## src/hdl/dcm_pkg.sv

```systemverilog
// package for the dac control word and monitor select block
// Overview of operation
// - control word sits at target bits 00, command 01100; rw 0 write, 1 read
// - write takes all twelve data bits; read returns them in the same positions
// - power-down mode bit: 1 high impedance, 0 resistive load; resets to 1
// - reference level bit picks high or low internal level; reset per variant
// - boost bit raises amplifier bias when set; resets to 0
// - reference enable bit selects internal reference when set; resets to 0
// - monitor enable lets monitor commands route; clear tristates the monitor
// - thermal guard set and over temperature powers down the amplifiers
// - soft power-up re-enables amplifiers only below the temperature limit while the thermal guard is set; with it clear, also when hot
// - spare bits five and four change no behaviour
// - four toggle bits enable toggle mode per group of eight channels
// - each load strobe swaps toggled channels between their A and B codes
// - monitor command at target 00, command 01010; address from bits 11..6
// - monitor address 63 three-states the monitor output
// - low six bits ignored; 0..31 channels, 32..35 external inputs
// - target bits both zero send the command to the special decoder
// - soft power-up command 01001 powers up the amplifiers; the reference enable is left as is
package dcm_pkg;
    localparam logic [1:0] TGT_SPECIAL = 2'h0;
    localparam logic [4:0] CMD_CTRL = 5'h0C;
    localparam logic [4:0] CMD_MON = 5'h0A;
    localparam logic [4:0] CMD_PDN = 5'h08;
    localparam logic [4:0] CMD_PUP = 5'h09;
    localparam int BIT_PDMODE = 11;
    localparam int BIT_REFLVL = 10;
    localparam int BIT_BOOST = 9;
    localparam int BIT_REFEN = 8;
    localparam int BIT_MONEN = 7;
    localparam int BIT_THERM = 6;
    localparam int MON_LSB = 6;
    localparam logic [11:0] CTRL_RESET = 12'h0800;
    localparam logic [5:0] MON_TRISTATE = 6'h3F;
    localparam logic [5:0] MON_EXT_BASE = 6'h20;
    localparam logic [5:0] MON_EXT_LAST = 6'h23;
    typedef struct packed {
        logic [1:0] target_sel;
        logic rw;
        logic [4:0] cmd_addr;
        logic [11:0] data;
    } dcm_cmd_t;
endpackage

```

## src/hdl/dcm_ctrl.sv

```systemverilog
// control word decode and monitor multiplexer select
`timescale 1ns/100ps
`default_nettype none
module dcm_ctrl #(
    parameter bit REF_LEVEL_DEFAULT = 1'b1
) (
    // clock and reset
    input wire logic CLK_I,
    input wire logic RST_I,
    // command in
    input wire logic CMD_VALID_I,
    input wire dcm_pkg::dcm_cmd_t CMD_I,
    input wire logic LOAD_OUTPUTS_STROBE_I,
    input wire logic OVER_TEMP_I,
    // readback
    output logic [11:0] RD_DATA_O,
    output logic RD_VALID_O,
    // control outputs
    output logic PD_HIGHZ_O,
    output logic REF_LEVEL_HIGH_O,
    output logic AMP_BOOST_O,
    output logic INT_REF_EN_O,
    output logic AMPS_POWERED_O,
    output logic [31:0] TOGGLE_SEL_B_O,
    // monitor
    output logic [5:0] MON_SEL_O,
    output logic MONITOR_OUTPUT_EN_O,
    output logic MON_EXT_O
);
    import dcm_pkg::*;
    logic [11:0] ctrl_r;
    logic [5:0] mon_sel_r;
    logic powered_r;
    logic [31:0] toggle_r;
    logic special;
    logic is_ctrl_wr;
    logic is_ctrl_rd;
    logic is_mon_wr;
    logic is_pup;
    logic is_pdn;
    logic [5:0] mon_nxt;
    logic mon_en_nxt;

    assign special = CMD_VALID_I && (CMD_I.target_sel == TGT_SPECIAL);
    assign is_ctrl_wr = special && CMD_I.cmd_addr == CMD_CTRL && !CMD_I.rw;
    assign is_ctrl_rd = special && CMD_I.cmd_addr == CMD_CTRL && CMD_I.rw;
    assign is_mon_wr = special && CMD_I.cmd_addr == CMD_MON && !CMD_I.rw;
    assign is_pup = special && CMD_I.cmd_addr == CMD_PUP && !CMD_I.rw;
    assign is_pdn = special && CMD_I.cmd_addr == CMD_PDN && !CMD_I.rw;

    // control word; spare bits are stored but drive nothing
    always_ff @(posedge CLK_I) begin
        if (RST_I) begin
            ctrl_r <= CTRL_RESET;
            ctrl_r[BIT_REFLVL] <= REF_LEVEL_DEFAULT;
        end else if (is_ctrl_wr) begin
            ctrl_r <= CMD_I.data;
        end
    end

    // readback leaves all settings unchanged
    always_ff @(posedge CLK_I) begin
        if (RST_I) begin
            RD_DATA_O <= 12'h0000;
            RD_VALID_O <= 1'b0;
        end else begin
            RD_VALID_O <= is_ctrl_rd;
            if (is_ctrl_rd) begin
                RD_DATA_O <= ctrl_r;
            end
        end
    end

    always_ff @(posedge CLK_I) begin
        if (RST_I) begin
            PD_HIGHZ_O <= 1'b1;
            REF_LEVEL_HIGH_O <= REF_LEVEL_DEFAULT;
            AMP_BOOST_O <= 1'b0;
            INT_REF_EN_O <= 1'b0;
        end else begin
            PD_HIGHZ_O <= ctrl_r[BIT_PDMODE];
            REF_LEVEL_HIGH_O <= ctrl_r[BIT_REFLVL];
            AMP_BOOST_O <= ctrl_r[BIT_BOOST];
            INT_REF_EN_O <= ctrl_r[BIT_REFEN];
        end
    end

    // amplifier power: thermal trip wins, power-up only when cool or thermal guard clear
    always_ff @(posedge CLK_I) begin
        if (RST_I) begin
            powered_r <= 1'b0;
        end else if (ctrl_r[BIT_THERM] && OVER_TEMP_I) begin
            powered_r <= 1'b0;
        end else if (is_pup) begin
            powered_r <= 1'b1;
        end else if (is_pdn) begin
            powered_r <= 1'b0;
        end
    end
    assign AMPS_POWERED_O = powered_r;

    // per-channel A/B selection flips on each load strobe while its group's toggle bit is set; held at 0 while clear
    genvar g;
    generate
        for (g = 0; g < 32; g++) begin : g_tog
            always_ff @(posedge CLK_I) begin
                if (RST_I) begin
                    toggle_r[g] <= 1'b0;
                end else if (!ctrl_r[g / 8]) begin
                    toggle_r[g] <= 1'b0;
                end else if (LOAD_OUTPUTS_STROBE_I) begin
                    toggle_r[g] <= !toggle_r[g];
                end
            end
        end
    endgenerate
    assign TOGGLE_SEL_B_O = toggle_r;

    always_ff @(posedge CLK_I) begin
        if (RST_I) begin
            mon_sel_r <= MON_TRISTATE;
        end else if (is_mon_wr) begin
            mon_sel_r <= CMD_I.data[11:MON_LSB];
        end
    end

    always_comb begin
        mon_nxt = mon_sel_r;
        mon_en_nxt = ctrl_r[BIT_MONEN] && mon_sel_r != MON_TRISTATE;
    end

    always_ff @(posedge CLK_I) begin
        if (RST_I) begin
            MON_SEL_O <= MON_TRISTATE;
            MONITOR_OUTPUT_EN_O <= 1'b0;
            MON_EXT_O <= 1'b0;
        end else begin
            MON_SEL_O <= mon_nxt;
            MONITOR_OUTPUT_EN_O <= mon_en_nxt;
            MON_EXT_O <= mon_nxt >= MON_EXT_BASE && mon_nxt <= MON_EXT_LAST;
        end
    end
endmodule
`default_nettype wire

```

## config.mk

```make
export PLATFORM = sky130hd
export DESIGN_NAME = dcm_ctrl
export DESIGN_NICKNAME = d
export VERILOG_FILES = /design/src/hdl/dcm_pkg.sv /design/src/hdl/dcm_ctrl.sv
export SDC_FILE = /design/constraint.sdc
export NUM_CORES = 1
export LEC_CHECK = 0
export CAP_MARGIN = 10
export CORE_MARGIN = 5
export CORE_UTILIZATION = 40
export CTS_CLUSTER_SIZE = 30
export DETAILED_ROUTE_END_ITERATION = 16
export DONT_BUFFER_PORTS = 1
export SLEW_MARGIN = 20
export SYNTH_ARGS = -nofsm -noshare
export SYNTH_HDL_FRONTEND = slang
export SYNTH_SLANG_ARGS = --single-unit
export TNS_END_PERCENT = 5
```

## constraint.sdc

```tcl
create_clock -name CLK_I -period 1.41 [get_ports CLK_I]
set_clock_uncertainty 0.2 [all_clocks]
set_input_delay 0.0705 -clock CLK_I [delete_from_list [all_inputs] [get_ports CLK_I]]
set_output_delay 0.0705 -clock CLK_I [all_outputs]
set_load 0.01 [all_outputs]
```

Word level (Yosys, flattened, before mapping). Cells that the tools add are included. W data, S select, Z words.

Register bits after elaboration: 76. Bits of input ports: 25. Output and inout bits: 58. Logic and storage cells: 110.

$lt $le $gt $ge: 2. Eq/ne operators: 5. Muxes and demuxes: 2. Bitwise gates (word level): 4. Reductions and logical operators: 53.

Operator list (number): $logic_not A1 Y1 (33); $eq A5 B4 Y1 const B (4); $logic_and A1 B1 Y1 (13); $reduce_or A2 Y1 (5); $ge A6 B6 Y1 const B (1); $le A6 B6 Y1 const B (1); $ne A6 B6 Y1 const B (1); $not A1 Y1 (4); $logic_not A2 Y1 (1); $mux W1 (2); $reduce_bool A2 Y1 (1).

Depth between registers and ports, before layout. Gate-level depths: netlist of run 1.

Word-level depth: 6. Mapped depth: 5. Mapped depth without buffers: 3.

Worst setup path before layout of run 1. No wires, ideal clock.

Kind: input port to flip-flop. Start: input port CMD_I[19] (netlist name). End: register RD_DATA_O[1]. Arrival: 1229 ps. Required time: 1077 ps. Path slack: -152 ps. Stages on the path: 5. Cell sequence: or3_1 > buf_2 > or3_4 > buf_6 > mux2i_1.

Word-level cells in the longest chain between the ends: 4.

RTL lines: from (decl) (line dcm_ctrl.sv:12) `input wire dcm_pkg::dcm_cmd_t CMD_I,`; $logic_not A2 Y1 (line dcm_ctrl.sv:44) `assign special = CMD_VALID_I && (CMD_I.target_sel == TGT_SPECIAL);`; $logic_and A1 B1 Y1 (line dcm_ctrl.sv:44); $logic_and A1 B1 Y1 (2 in a row) (line dcm_ctrl.sv:46) `assign is_ctrl_rd = special && CMD_I.cmd_addr == CMD_CTRL && CMD_I.rw;`; to (signal assigned) (line dcm_ctrl.sv:69) `RD_DATA_O <= ctrl_r;`; to (decl) (line dcm_ctrl.sv:16) `output logic [11:0] RD_DATA_O,`.

No other way between the ends. A chain may end at the register's enable or synchronous reset.

Final worst setup path of run 1.
Start: input port CMD_I[15] (netlist name). End: register RD_DATA_O[3].

Word-level cells in the longest chain between the ends: 3.

RTL lines (line): $eq A5 B4 Y1 (dcm_ctrl.sv:46); $logic_and A1 B1 Y1 (2 in a row) (dcm_ctrl.sv:46).

No other way between the ends.

==> results.txt, run 1 <==
----------------------------------------------------
[Floorplanning]
  Vert. Die Dim ... 92.90 um
  Row count ... 30
  Starting utilization of the core area ... approximately 41%
  Die X-Extent ... 92.90 um
  Core Box Area ... 6756 um2
  Ports ... between 80 and 90
  Die Outline Area ... roughly 8600 um2

[Power and ir drop]
  Peak supply drop ... 534.3 uV
  Power per unit of standard cell area ... 1177 nW/um2
  Leakage power figure ... 1.273 nW

[Route]
  Routed via count ... approximately 1700
  Number of vias per cell ... 4.626
  Number of nets with antenna violations after routing ... 0
  Routed wire length ... ~5400 um
  DRC marker count from the first detailed-route iteration ... 24
  Average wire per cell in the routed design ... ~14 um
  DRC violation count after routing ... 0
  First-pass DRT Iterations ... 6

[Min path]
  Min-delay worst type ... in2reg
  Worst Hold Launch ... LOAD_OUTPUTS_STROBE_I
  Cell depth of the worst hold path ... 2
  Sink of the worst hold path ... TOGGLE_SEL_B_O[27]

[Logic synthesis]
  Yosys top cell by area ... sky130_fd_sc_hd__dfxtp_1
  Post-synth top area share ... 55.35%
  Synthesized netlist cell count ... around 260
  Distinct cell type count after synthesis ... 26
  Sequential-to-total area share from yosys stat ... 55.35%
  Biggest area contributors in the synthesized netlist ... sky130_fd_sc_hd__dfxtp_1, sky130_fd_sc_hd__mux2i_1, sky130_fd_sc_hd__xnor2_1
  Post-Synthesis Net Count ... 288
  Cell area after synthesis ... 2749 um2
  Number of synthesized register bits ... 76
  Syn Area/Cell ... 10.45 um2
  Count of synthesis-stage warnings from yosys ... 0

[Timing]
  Hold slack ... -0.3120 ns
  Post-layout min period ... 1.360 ns
  Slack of the critical path ... 0.05008 ns
  Worst Tran Pin Value ... 0.4216 ns
  Worst slew margin relative to its limit ... 71.89%
  Aggregate negative setup slack ... 0 ns
  Final period utilization ... 96.45%
  Number of max-slew violations in the final report ... 0
  Setup Viol. Count Final ... 0
  Achievable clock frequency ... 735.3 MHz
  Fin. Hold Viols ... 32
  Setup repair after global routing missed its margin ... no

[Clock tree]
  CTS root buffer ... sky130_fd_sc_hd__clkbuf_8
  Number of buffers inserted during clock tree synthesis ... 9
  Clock transition at path regs ... around 0.07 ns
  CTS H-Tree Depth ... 3
  Max Root-Sink Buffers ... 2
  Number of setup buffers added after CTS ... 0
  TritonCTS clock tree ... built
  Clock latency on the worst-skew pair ... roughly 0.33 ns
  Clock Sinks ... 76

[Outcome]
  Outcome ... complete, but fails checks
  Failing checks ... negative hold slack

[Critical path]
  Startpoint type of the worst setup path ... input port
  Critical path peak fanout ... 11
  R2R Path Start ... mon_nxt[5]
  Endpoint kind of the worst setup timing path ... register
  RR Endpoint ... MON_SEL_O[5]
  Data required, critical path ... between 1 and 1.5 ns
  WP data arrival ... 1.36 ns
  R2R cell count ... 3
  Type of the worst setup path ... in2reg
  Worst-case register-to-register setup slack ... around 0.050 ns

[GRT]
  Pin count of the biggest net entering global routing ... 43
  Global-route wire length before repair ... just under 9000 um
  Initial antenna violation count ... 0
  Via count of the first global-routing pass ... 1744
  Grt ovf ... 0
  Total GRT Usage ... 12.96%

[Cells and area]
  Most common library cell in the layout ignoring fill and taps ... sky130_fd_sc_hd__dfxtp_1
  Diode insertion count for antenna repair ... 0
  Signed area change from the synthesized netlist to the final layout ... 22.21%
  Number of nets in the layout ... ~320
  Highest-count cells in the layout ignoring fill and taps ... sky130_fd_sc_hd__dfxtp_1, sky130_fd_sc_hd__nor2_1, sky130_fd_sc_hd__nand2b_1
  Post-layout utilization of the core ... between 40 and 50%
  Share of final-layout standard cells stronger than drive strength 1 ... 8.754%

[Placement]
  RD Place Congestion ... 0.6496
  Minimum setup slack after placement ... -0.1416 ns
  HPWL after DPL ... 3413 um
  Port buffer count ... 0

[Run]
  Maximum Capacitance Violations ... 0

----------------------------------------------------
## per-stage QoR
stage | cell area [um2] | power [mW] | instances
after global placement | 2821 | 2.286 | 331
final | 3359 | 3.955 | 377
after CTS | 3282 | 4.009 | 370
after detailed placement | 2821 | 2.287 | 331
after floorplan | 2763 | 2.313 | 263
after global routing | 3359 | 4.125 | 377
## repair_timing
action                                  4_1_cts  5_1_grt
hold buffers                                 24        7
gates resized for setup                       0        3
endpoints found under the setup margin        0        2
hold endpoints to repair                     76       39
## worst max-delay path by stage
| stage | from | to | slack, ns | cells after the start |
|---|---|---|---|---|
| final | CMD_I[15] | RD_DATA_O[3] | 0.05 | 4 |
| after global routing | mon_nxt[5] | MON_SEL_O[5] | 0.0007 | 3 |
| after detailed placement | CMD_I[19] | RD_DATA_O[3] | -0.14 | 3 |
| after global placement | CMD_I[19] | RD_DATA_O[2] | -0.12 | 3 |
| after floorplan | CMD_I[19] | RD_DATA_O[1] | -0.10 | 5 |
| after CTS | RST_I | MON_EXT_O | 0.008 | 6 |
## metal layers
layer  GRT usage (%)  up-vias  wire (um)
li1                -      883          -
met1           16.44      792       2341
met4           6.227        0         87
met5               0        -          0
met3           6.011        9        500
met2           18.48       60       2433
## report_power, final
group          internal [mW]  switching [mW]
combinational          0.114          0.0627
clock                  0.902           0.730
sequential              2.15         0.00113
total                   3.16           0.793
## cell type report
cell class                      count  area [um2]
Fill cell                         607        3397
Sequential cell                    76        1521
Multi-Input combinational cell    160        1121
Timing Repair Buffer               35       375.4
Clock buffer                       11       151.4
Tap cell                           80       100.1
Clock inverter                      4       48.80
Inverter                           11       41.29
## synthesized netlist by cell type
cell	n
sky130_fd_sc_hd__dfxtp_1	76
sky130_fd_sc_hd__nor3_2	1
sky130_fd_sc_hd__mux2i_1	31
sky130_fd_sc_hd__buf_2	4
sky130_fd_sc_hd__or3_1	1
sky130_fd_sc_hd__nand2_1	2
sky130_fd_sc_hd__nor2_1	47
sky130_fd_sc_hd__buf_6	1
sky130_fd_sc_hd__nor4b_4	1
sky130_fd_sc_hd__nor4b_1	1
sky130_fd_sc_hd__clkbuf_1	9
sky130_fd_sc_hd__or3_4	1
sky130_fd_sc_hd__nor4_1	1
sky130_fd_sc_hd__or3b_1	1
sky130_fd_sc_hd__xnor2_1	32
sky130_fd_sc_hd__nor4bb_1	1
sky130_fd_sc_hd__buf_4	1
sky130_fd_sc_hd__buf_1	1
sky130_fd_sc_hd__nor3_1	1
sky130_fd_sc_hd__nand3b_1	1
sky130_fd_sc_hd__and4_1	1
sky130_fd_sc_hd__nand3_1	1
sky130_fd_sc_hd__a31oi_1	1
sky130_fd_sc_hd__nand2b_1	34
sky130_fd_sc_hd__a21oi_1	1
sky130_fd_sc_hd__inv_1	11
## cells by family (layout without fill, tap and decap cells)
group / after synthesis / after routing / share of synthesized area [%]
simple gates: 95 / 95 / 18.48
flops: 76 / 76 / 55.35
xor+xnor: 32 / 32 / 10.20
mux: 31 / 31 / 11.29
buf+inv: 27 / 61 / 4.278
compound gates: 2 / 2 / 0.4096
## state kept, by name, summed over array words and instances (netlist names)
name                 count
MONITOR_OUTPUT_EN_O      1
ctrl_r                  12
AMP_BOOST_O              1
MON_SEL_O                6
REF_LEVEL_HIGH_O         1
PD_HIGHZ_O               1
MON_EXT_O                1
AMPS_POWERED_O           1
RD_DATA_O               12
mon_nxt                  6
INT_REF_EN_O             1
RD_VALID_O               1
TOGGLE_SEL_B_O          32
## critical path: stages
cell	delay, ns
sky130_fd_sc_hd__nand3_1	0.05
sky130_fd_sc_hd__dlygate4sd3_1	0.57
sky130_fd_sc_hd__or3_4	0.51
sky130_fd_sc_hd__mux2i_1	0.15
Power figures use the tool's default switching activity.
==> inputs of run 2 (changes only) <==
--- a/constraint.sdc
+++ b/constraint.sdc
@@ -4,2 +4,2 @@
 set_output_delay 0.0705 -clock CLK_I [all_outputs]
-set_load 0.01 [all_outputs]
+set_load 0.05 [all_outputs]
==> run 2 against run 1 <==
Effect of this change: the run still ends with negative hold slack left; non-clock buffer count increased by 61; combinational power up 41%; critical path depth fell by 1; via count up 14%; final area increased by 17%; sequential power is essentially flat; cell count up 16%; critical endpoint is now TOGGLE_SEL_B_O[19].
==> results.txt, run 2 (synthesis gave the netlist of run 1 again) <==
----------------------------------------------------
[GRT]
  Pin count of the biggest net entering global routing ... 50 (+16%)
  Grt ovf ... 0 (unchanged)
  Via count of the first global-routing pass ... 2067 (+19%)
  Initial antenna violation count ... 0 (unchanged)
  Total GRT Usage ... 14.80% (+1.8 points)
  Global-route wire length before repair ... 10150 um (+17%)

[Power and ir drop]
  Share of total power in the clock network ... 40.0% (-1.2 points)
  Peak supply drop ... 556.9 uV (+4.2%)
  Share of total power consumed by net switching ... 21.82% (+1.8 points)
  Net load switching power ... 0.8706 mW (+9.7%)
  Power per unit of standard cell area ... 1017 nW/um2 (-14%)
  Design internal power ... 3.119 mW (-1.4%)
  Leakage power figure ... 1.709 nW (+34%)
  Power share of the sequential group ... 53.8% (-0.5 points)
  Part of the power in combinational logic ... 6.2% (+1.7 points)

[Floorplanning]
  Starting utilization of the core area ... 40.69% (unchanged)
  Vert. Die Dim ... 92.90 um (unchanged)
  Row count ... 30 (unchanged)
  Core Box Area ... 6756 um2 (unchanged)
  Ports ... 83 (unchanged)
  Die X-Extent ... 92.90 um (unchanged)
  Die Outline Area ... 8630 um2 (unchanged)

[Outcome]
  Failing checks ... negative hold slack
  Outcome ... complete, but fails checks

[Cells and area]
  Final cell area excluding filler cells ... 3921 um2 (+17%)
  Share of final-layout standard cells stronger than drive strength 1 ... 26.74% (+18 points)
  Number of nets in the layout ... 379 (+19%)
  Number of non-filler instances in the completed layout ... 439 (+16%)
  Most common library cell in the layout ignoring fill and taps ... sky130_fd_sc_hd__dfxtp_1
  Signed area change from the synthesized netlist to the final layout ... 42.65%
  Number of filler cells placed in the layout ... 590 (-2.8%)
  Highest-count cells in the layout ignoring fill and taps ... sky130_fd_sc_hd__dfxtp_1, sky130_fd_sc_hd__buf_4, sky130_fd_sc_hd__nor2_1
  Diode insertion count for antenna repair ... 0 (unchanged)
  Number of flip-flops under the largest register name ... 32 (unchanged)

[Clock tree]
  TritonCTS clock tree ... built
  Number of buffers inserted during clock tree synthesis ... 9 (unchanged)
  Clock latency on the worst-skew pair ... 0.33 ns (about the same)
  CTS H-Tree Depth ... 3 (unchanged)
  Max Root-Sink Buffers ... 2 (unchanged)
  CTS root buffer ... sky130_fd_sc_hd__clkbuf_8
  Clock transition at path regs ... 0.08 ns (about the same)
  Clock Sinks ... 76 (unchanged)

[Run]
  Maximum Capacitance Violations ... 0 (unchanged)

[Timing]
  Setup Viol. Count Final ... 0 (unchanged)
  Post-layout min period ... 1.380 ns (+0.01963 ns)
  Hold slack ... -0.1208 ns (+0.1912 ns)
  Setup repair after global routing missed its margin ... yes
  Slack of the critical path ... 0.03045 ns (-0.01963 ns)
  Worst Tran Pin Value ... 0.5576 ns (+0.1360 ns)
  Final period utilization ... 97.84% (+1.4 points)
  Aggregate negative setup slack ... 0 ns (unchanged)
  Number of max-slew violations in the final report ... 0 (unchanged)
  Achievable clock frequency ... 724.9 MHz (-1.4%)
  Worst slew margin relative to its limit ... 62.83% (-9.1 points)
  Fin. Hold Viols ... 9 (-72%)

[Critical path]
  R2R Path Start ... TOGGLE_SEL_B_O[19]
  WP data arrival ... 1.39 ns (+0.03 ns)
  Critical path peak fanout ... 2 (-9)
  Data required, critical path ... 1.42 ns (about the same)
  Startpoint type of the worst setup path ... register
  Endpoint kind of the worst setup timing path ... register
  RR Endpoint ... TOGGLE_SEL_B_O[19]
  Worst-case register-to-register setup slack ... 0.03 ns (-0.02 ns)
  R2R cell count ... 3 (unchanged)
  Type of the worst setup path ... reg2reg

[Route]
  Number of nets with antenna violations after routing ... 0 (unchanged)
  Routed via count ... 1995 (+14%)
  First-pass DRT Iterations ... 4 (-2)
  Average wire per cell in the routed design ... 13.97 um (-1.8%)
  Number of vias per cell ... 4.544 (-1.8%)
  DRC violation count after routing ... 0 (unchanged)
  DRC marker count from the first detailed-route iteration ... 36 (+50%)
  Routed wire length ... 6131 um (+14%)

[Min path]
  Min-delay worst type ... in2reg
  Cell depth of the worst hold path ... 3 (+1)
  Worst Hold Launch ... LOAD_OUTPUTS_STROBE_I
  Sink of the worst hold path ... TOGGLE_SEL_B_O[0]

[Placement]
  Placed cell areas ... 3159 um2 (+12%)
  Inst Count DP ... 376 (+14%)
  Minimum setup slack after placement ... -0.1432 ns (-0.001597 ns)
  HPWL after DPL ... 3601 um (+5.5%)
  RD Place Congestion ... 0.6799 (+4.7%)
  Port buffer count ... 0 (unchanged)

----------------------------------------------------
==> run 2: changes by cell type in the layout (fill, tap and decap cells not counted), moves of 2 or more <==
cell                             previous run  this run
sky130_fd_sc_hd__nand2b_1                  34        31
sky130_fd_sc_hd__dlygate4sd3_1             28        30
sky130_fd_sc_hd__nor2_2                     2         0
sky130_fd_sc_hd__dfxtp_2                    0        22
sky130_fd_sc_hd__dlymetal6s4s_1             1        15
sky130_fd_sc_hd__clkinv_2                   2         4
sky130_fd_sc_hd__nand2b_2                   0         3
sky130_fd_sc_hd__buf_4                      3        48
sky130_fd_sc_hd__nor2_1                    45        47
sky130_fd_sc_hd__dfxtp_1                   76        54
sky130_fd_sc_hd__clkbuf_8                  11         9
==> run 2: layout make-up <==
| cell class | instances | area, um2 | area share [%] |
|---|---|---|---|
| clock inverters | 7 | 67.56 | 1.723 |
| repair buffers | 96 | 908.4 | 23.17 |
| multi-input cells | 160 | 1131 | 28.84 |
| well taps | 80 | 100.1 | 2.553 |
| clock buffers | 9 | 123.9 | 3.159 |
| inverters | 11 | 41.29 | 1.053 |
| flip-flops and latches | 76 | 1549 | 39.50 |
==> run 2: power groups by stage <==
stage | Clock (mW) | Combinational, mW | Sequential [mW]
floorplan | 0 | 0.116 | 2.20
global placement | 0 | 0.0919 | 2.20
detailed placement | 0 | 0.0923 | 2.20
CTS | 1.64 | 0.232 | 2.15
global route | 1.74 | 0.271 | 2.15
finish | 1.59 | 0.249 | 2.15
==> run 2: worst max-delay path by stage <==
stage,startpoint,end,slack [ns],depth (start not counted)
5_1_grt,TOGGLE_SEL_B_O[19],TOGGLE_SEL_B_O[19],-0.05,3
2_1_floorplan,CMD_I[19],RD_DATA_O[1],-0.10,5
6_report,TOGGLE_SEL_B_O[19],TOGGLE_SEL_B_O[19],0.03,3
4_1_cts,TOGGLE_SEL_B_O[25],TOGGLE_SEL_B_O[25],0.02,3
3_5_place_dp,CMD_I[19],RD_DATA_O[3],-0.14,3
3_3_place_gp,CMD_I[19],RD_DATA_O[2],-0.13,3
==> run 2: worst max-delay path, cell delays in order, from the launching register on <==
cell and delay (ns):
sky130_fd_sc_hd__dfxtp_2 0.33, sky130_fd_sc_hd__xnor2_1 0.12, sky130_fd_sc_hd__dlygate4sd3_1 0.57, sky130_fd_sc_hd__nor2_1 0.04
==> run 2: metrics by stage <==
step,power [mW],hold slack [ns],utilization [%]
floorplan,2.315,0.01263,-
global placement,2.289,-0.04594,46.76
detailed placement,2.290,-0.04532,46.76
CTS,4.023,-0.2722,56.41
global route,4.159,-0.1235,58.04
finish,3.989,-0.1208,58.04
==> run 2: layer usage <==
metal  global-route usage (%)  wire length, um
met3                    5.443              400
met2                    23.46             2987
met4                    5.495               29
met1                    18.34             2712
met5                        0                0
==> run 2: repair_timing <==
action | in CTS | in global routing
gates resized for setup | 0 | 41
setup buffers | 0 | 0
hold buffers | 44 | 4
hold endpoints to repair | 76 | 11
setup endpoints to repair | 0 | 31
==> inputs of run 3 (changes only) <==
- CELL_PAD_IN_SITES_DETAIL_PLACEMENT: unset -> 1
- CELL_PAD_IN_SITES_GLOBAL_PLACEMENT: unset -> 1
- PLACE_DENSITY_LB_ADDON: unset -> 0.1
- SETUP_SLACK_MARGIN: unset -> 0.3
- clock period: 1.41 -> 1.8 ns (I/O delays scaled with it)
==> run 3 against run 2 <==
Effect of this change: highest routed layer unchanged; clock-buffer cell count grew 4; largest power group unchanged; sequential power shrank 22%; hold slack lost 0.17 ns; routed wire length grew 1.4%; register-to-register slack gained 0.34 ns; the flow still finishes with violations (negative hold slack); first-iteration DRC count shrank 25%.
==> results.txt, run 3 (synthesis gave the netlist of run 1 again) <==
----------------------------------------------------
[Route]
  First-pass DRT Iterations ... 4 (unchanged)
  Number of vias per cell ... 4.680 (+3.0%)
  DRC violation count after routing ... 0 (unchanged)
  Number of nets with antenna violations after routing ... 0 (unchanged)
  Met3 WL post-DR ... 443 um (+11%)
  Top layer used by detailed routing ... met4
  Routed via count ... 1947 (-2.4%)
  Metal2 WL ... 2991 um (+0.13%)
  Met1 WL ... 2689 um (-0.85%)
  Routed wire length ... 6219 um (+1.4%)
  Average wire per cell in the routed design ... 14.95 um (+7.0%)
  DRC marker count from the first detailed-route iteration ... 27 (-25%)

[Floorplanning]
  Vert. Die Dim ... 92.90 um (unchanged)
  Starting utilization of the core area ... 40.69% (unchanged)
  Core Box Area ... 6756 um2 (unchanged)
  Ports ... 83 (unchanged)
  Row count ... 30 (unchanged)
  Die Outline Area ... 8630 um2 (unchanged)
  Die X-Extent ... 92.90 um (unchanged)

[Cells and area]
  Highest-count cells in the layout ignoring fill and taps ... sky130_fd_sc_hd__dfxtp_1, sky130_fd_sc_hd__nor2_1, sky130_fd_sc_hd__buf_4
  Most common library cell in the layout ignoring fill and taps ... sky130_fd_sc_hd__dfxtp_1
  Number of nets in the layout ... 356 (-6.1%)
  Number of flip-flops under the largest register name ... 32 (unchanged)
  Signed area change from the synthesized netlist to the final layout ... 30.45%
  Number of filler cells placed in the layout ... 721 (+22%)
  Final cell area excluding filler cells ... 3586 um2 (-8.6%)
  Share of final-layout standard cells stronger than drive strength 1 ... 19.10% (-7.6 points)
  Number of non-filler instances in the completed layout ... 416 (-5.2%)

[Timing]
  Hold slack ... -0.2945 ns (-0.1738 ns)
  Number of max-slew violations in the final report ... 0 (unchanged)
  Fin. Hold Viols ... 27 (+18)
  Achievable clock frequency ... 692.1 MHz
  Worst slew margin relative to its limit ... 65.68% (+2.9 points)
  Final period utilization ... around 80%
  Setup Viol. Count Final ... 0 (unchanged)
  Aggregate negative setup slack ... 0 ns (unchanged)
  Setup repair after global routing missed its margin ... no
  Post-layout min period ... 1.445 ns
  Worst Tran Pin Value ... 0.5141 ns (-0.04352 ns)

[Critical path]
  Startpoint type of the worst setup path ... input port
  Critical path peak fanout ... 2 (unchanged)
  WP data arrival ... 1.50 ns (+0.11 ns)
  Type of the worst setup path ... in2reg
  Data required, critical path ... 1.85 ns (+0.43 ns)
  Endpoint kind of the worst setup timing path ... register

[GRT]
  Grt ovf ... 0 (unchanged)
  Global-route wire length before repair ... 9735 um (-4.1%)
  Total GRT Usage ... 14.51% (-0.29 points)
  Pin count of the biggest net entering global routing ... 49 (-2.0%)
  Via count of the first global-routing pass ... 1974 (-4.5%)
  Initial antenna violation count ... 0 (unchanged)

[Placement]
  HPWL after DPL ... 4017 um (+12%)
  Placed cell areas ... 3144 um2 (-0.48%)
  Inst Count DP ... 374 (-0.53%)
  RD Place Congestion ... 0.6400 (-5.9%)
  Port buffer count ... 0 (unchanged)

[Power and ir drop]
  Peak supply drop ... 507.4 uV (-8.9%)
  Power, Total ... 2.954 mW (-26%)
  Leakage power figure ... 1.444 nW (-16%)
  Power per unit of standard cell area ... 823.7 nW/um2 (-19%)

[Clock tree]
  TritonCTS clock tree ... built
  Number of hold buffers added after CTS ... 22 (-50%)
  Number of setup buffers added after CTS ... 0 (unchanged)
  Number of gates resized after CTS ... 0 (unchanged)
  CTS H-Tree Depth ... 3 (unchanged)
  Max Root-Sink Buffers ... 2 (unchanged)
  Clock latency on the worst-skew pair ... 0.33 ns (about the same)
  CTS root buffer ... sky130_fd_sc_hd__clkbuf_8
  Clock transition at path regs ... 0.07 ns (about the same)
  Clock Sinks ... 76 (unchanged)
  Number of buffers inserted during clock tree synthesis ... 9 (unchanged)

[Outcome]
  Failing checks ... negative hold slack
  Outcome ... complete, but fails checks

[Run]
  Maximum Capacitance Violations ... 0 (unchanged)

[Min path]
  Min-delay worst type ... in2reg

----------------------------------------------------
## run 3: layout make-up
| class | count | area (um2) | share of cell area [%] |
|---|---|---|---|
| Clock inverter | 2 | 10.01 | 0.2791 |
| Timing Repair Buffer | 73 | 635.6 | 17.73 |
| Antenna cell | 1 | 2.502 | 0.06978 |
| Multi-Input combinational cell | 160 | 1116 | 31.12 |
| Inverter | 11 | 41.29 | 1.151 |
| Tap cell | 80 | 100.1 | 2.791 |
| Sequential cell | 76 | 1521 | 42.43 |
| Clock buffer | 13 | 158.9 | 4.431 |
## run 3: worst max-delay path, cell delays in order
cell	delay, ns
sky130_fd_sc_hd__dlygate4sd3_1	0.56
sky130_fd_sc_hd__nand3b_1	0.22
sky130_fd_sc_hd__nor4_1	0.36
sky130_fd_sc_hd__mux2i_1	0.26
## run 3: metrics by stage
stage,hold slack (ns),utilization (%),setup WS (ns)
2_1_floorplan,0.03213,-,0.2704
3_3_place_gp,-0.02804,46.54,0.2348
3_5_place_dp,-0.02472,46.54,0.2296
4_1_cts,-0.3193,52.44,0.3787
5_1_grt,-0.3000,53.04,0.3023
6_report,-0.2945,53.07,0.3552
## run 3: final timing paths
check | slack, ns | depth (start not counted) | to | startpoint
worst max-delay path | 0.36 | 4 | AMPS_POWERED_O | CMD_I[17]
worst min register to register | 0.25 | 2 | PD_HIGHZ_O | ctrl_r[11]
worst min-delay path | -0.29 | 2 | TOGGLE_SEL_B_O[31] | LOAD_OUTPUTS_STROBE_I
worst max register to register | 0.37 | 3 | TOGGLE_SEL_B_O[1] | TOGGLE_SEL_B_O[1]
## run 3: routing by layer
metal	track usage, %	vias up
met2	23.34	54
met4	6.227	0
li1	-	967
met5	0	-
met1	17.49	919
met3	5.118	7
## run 3: power by group
| part | internal, mW | switching [mW] |
|---|---|---|
| Sequential | 1.68 | 0.00106 |
| Combinational | 0.0873 | 0.0525 |
| Clock | 0.566 | 0.566 |
| Total | 2.33 | 0.619 |
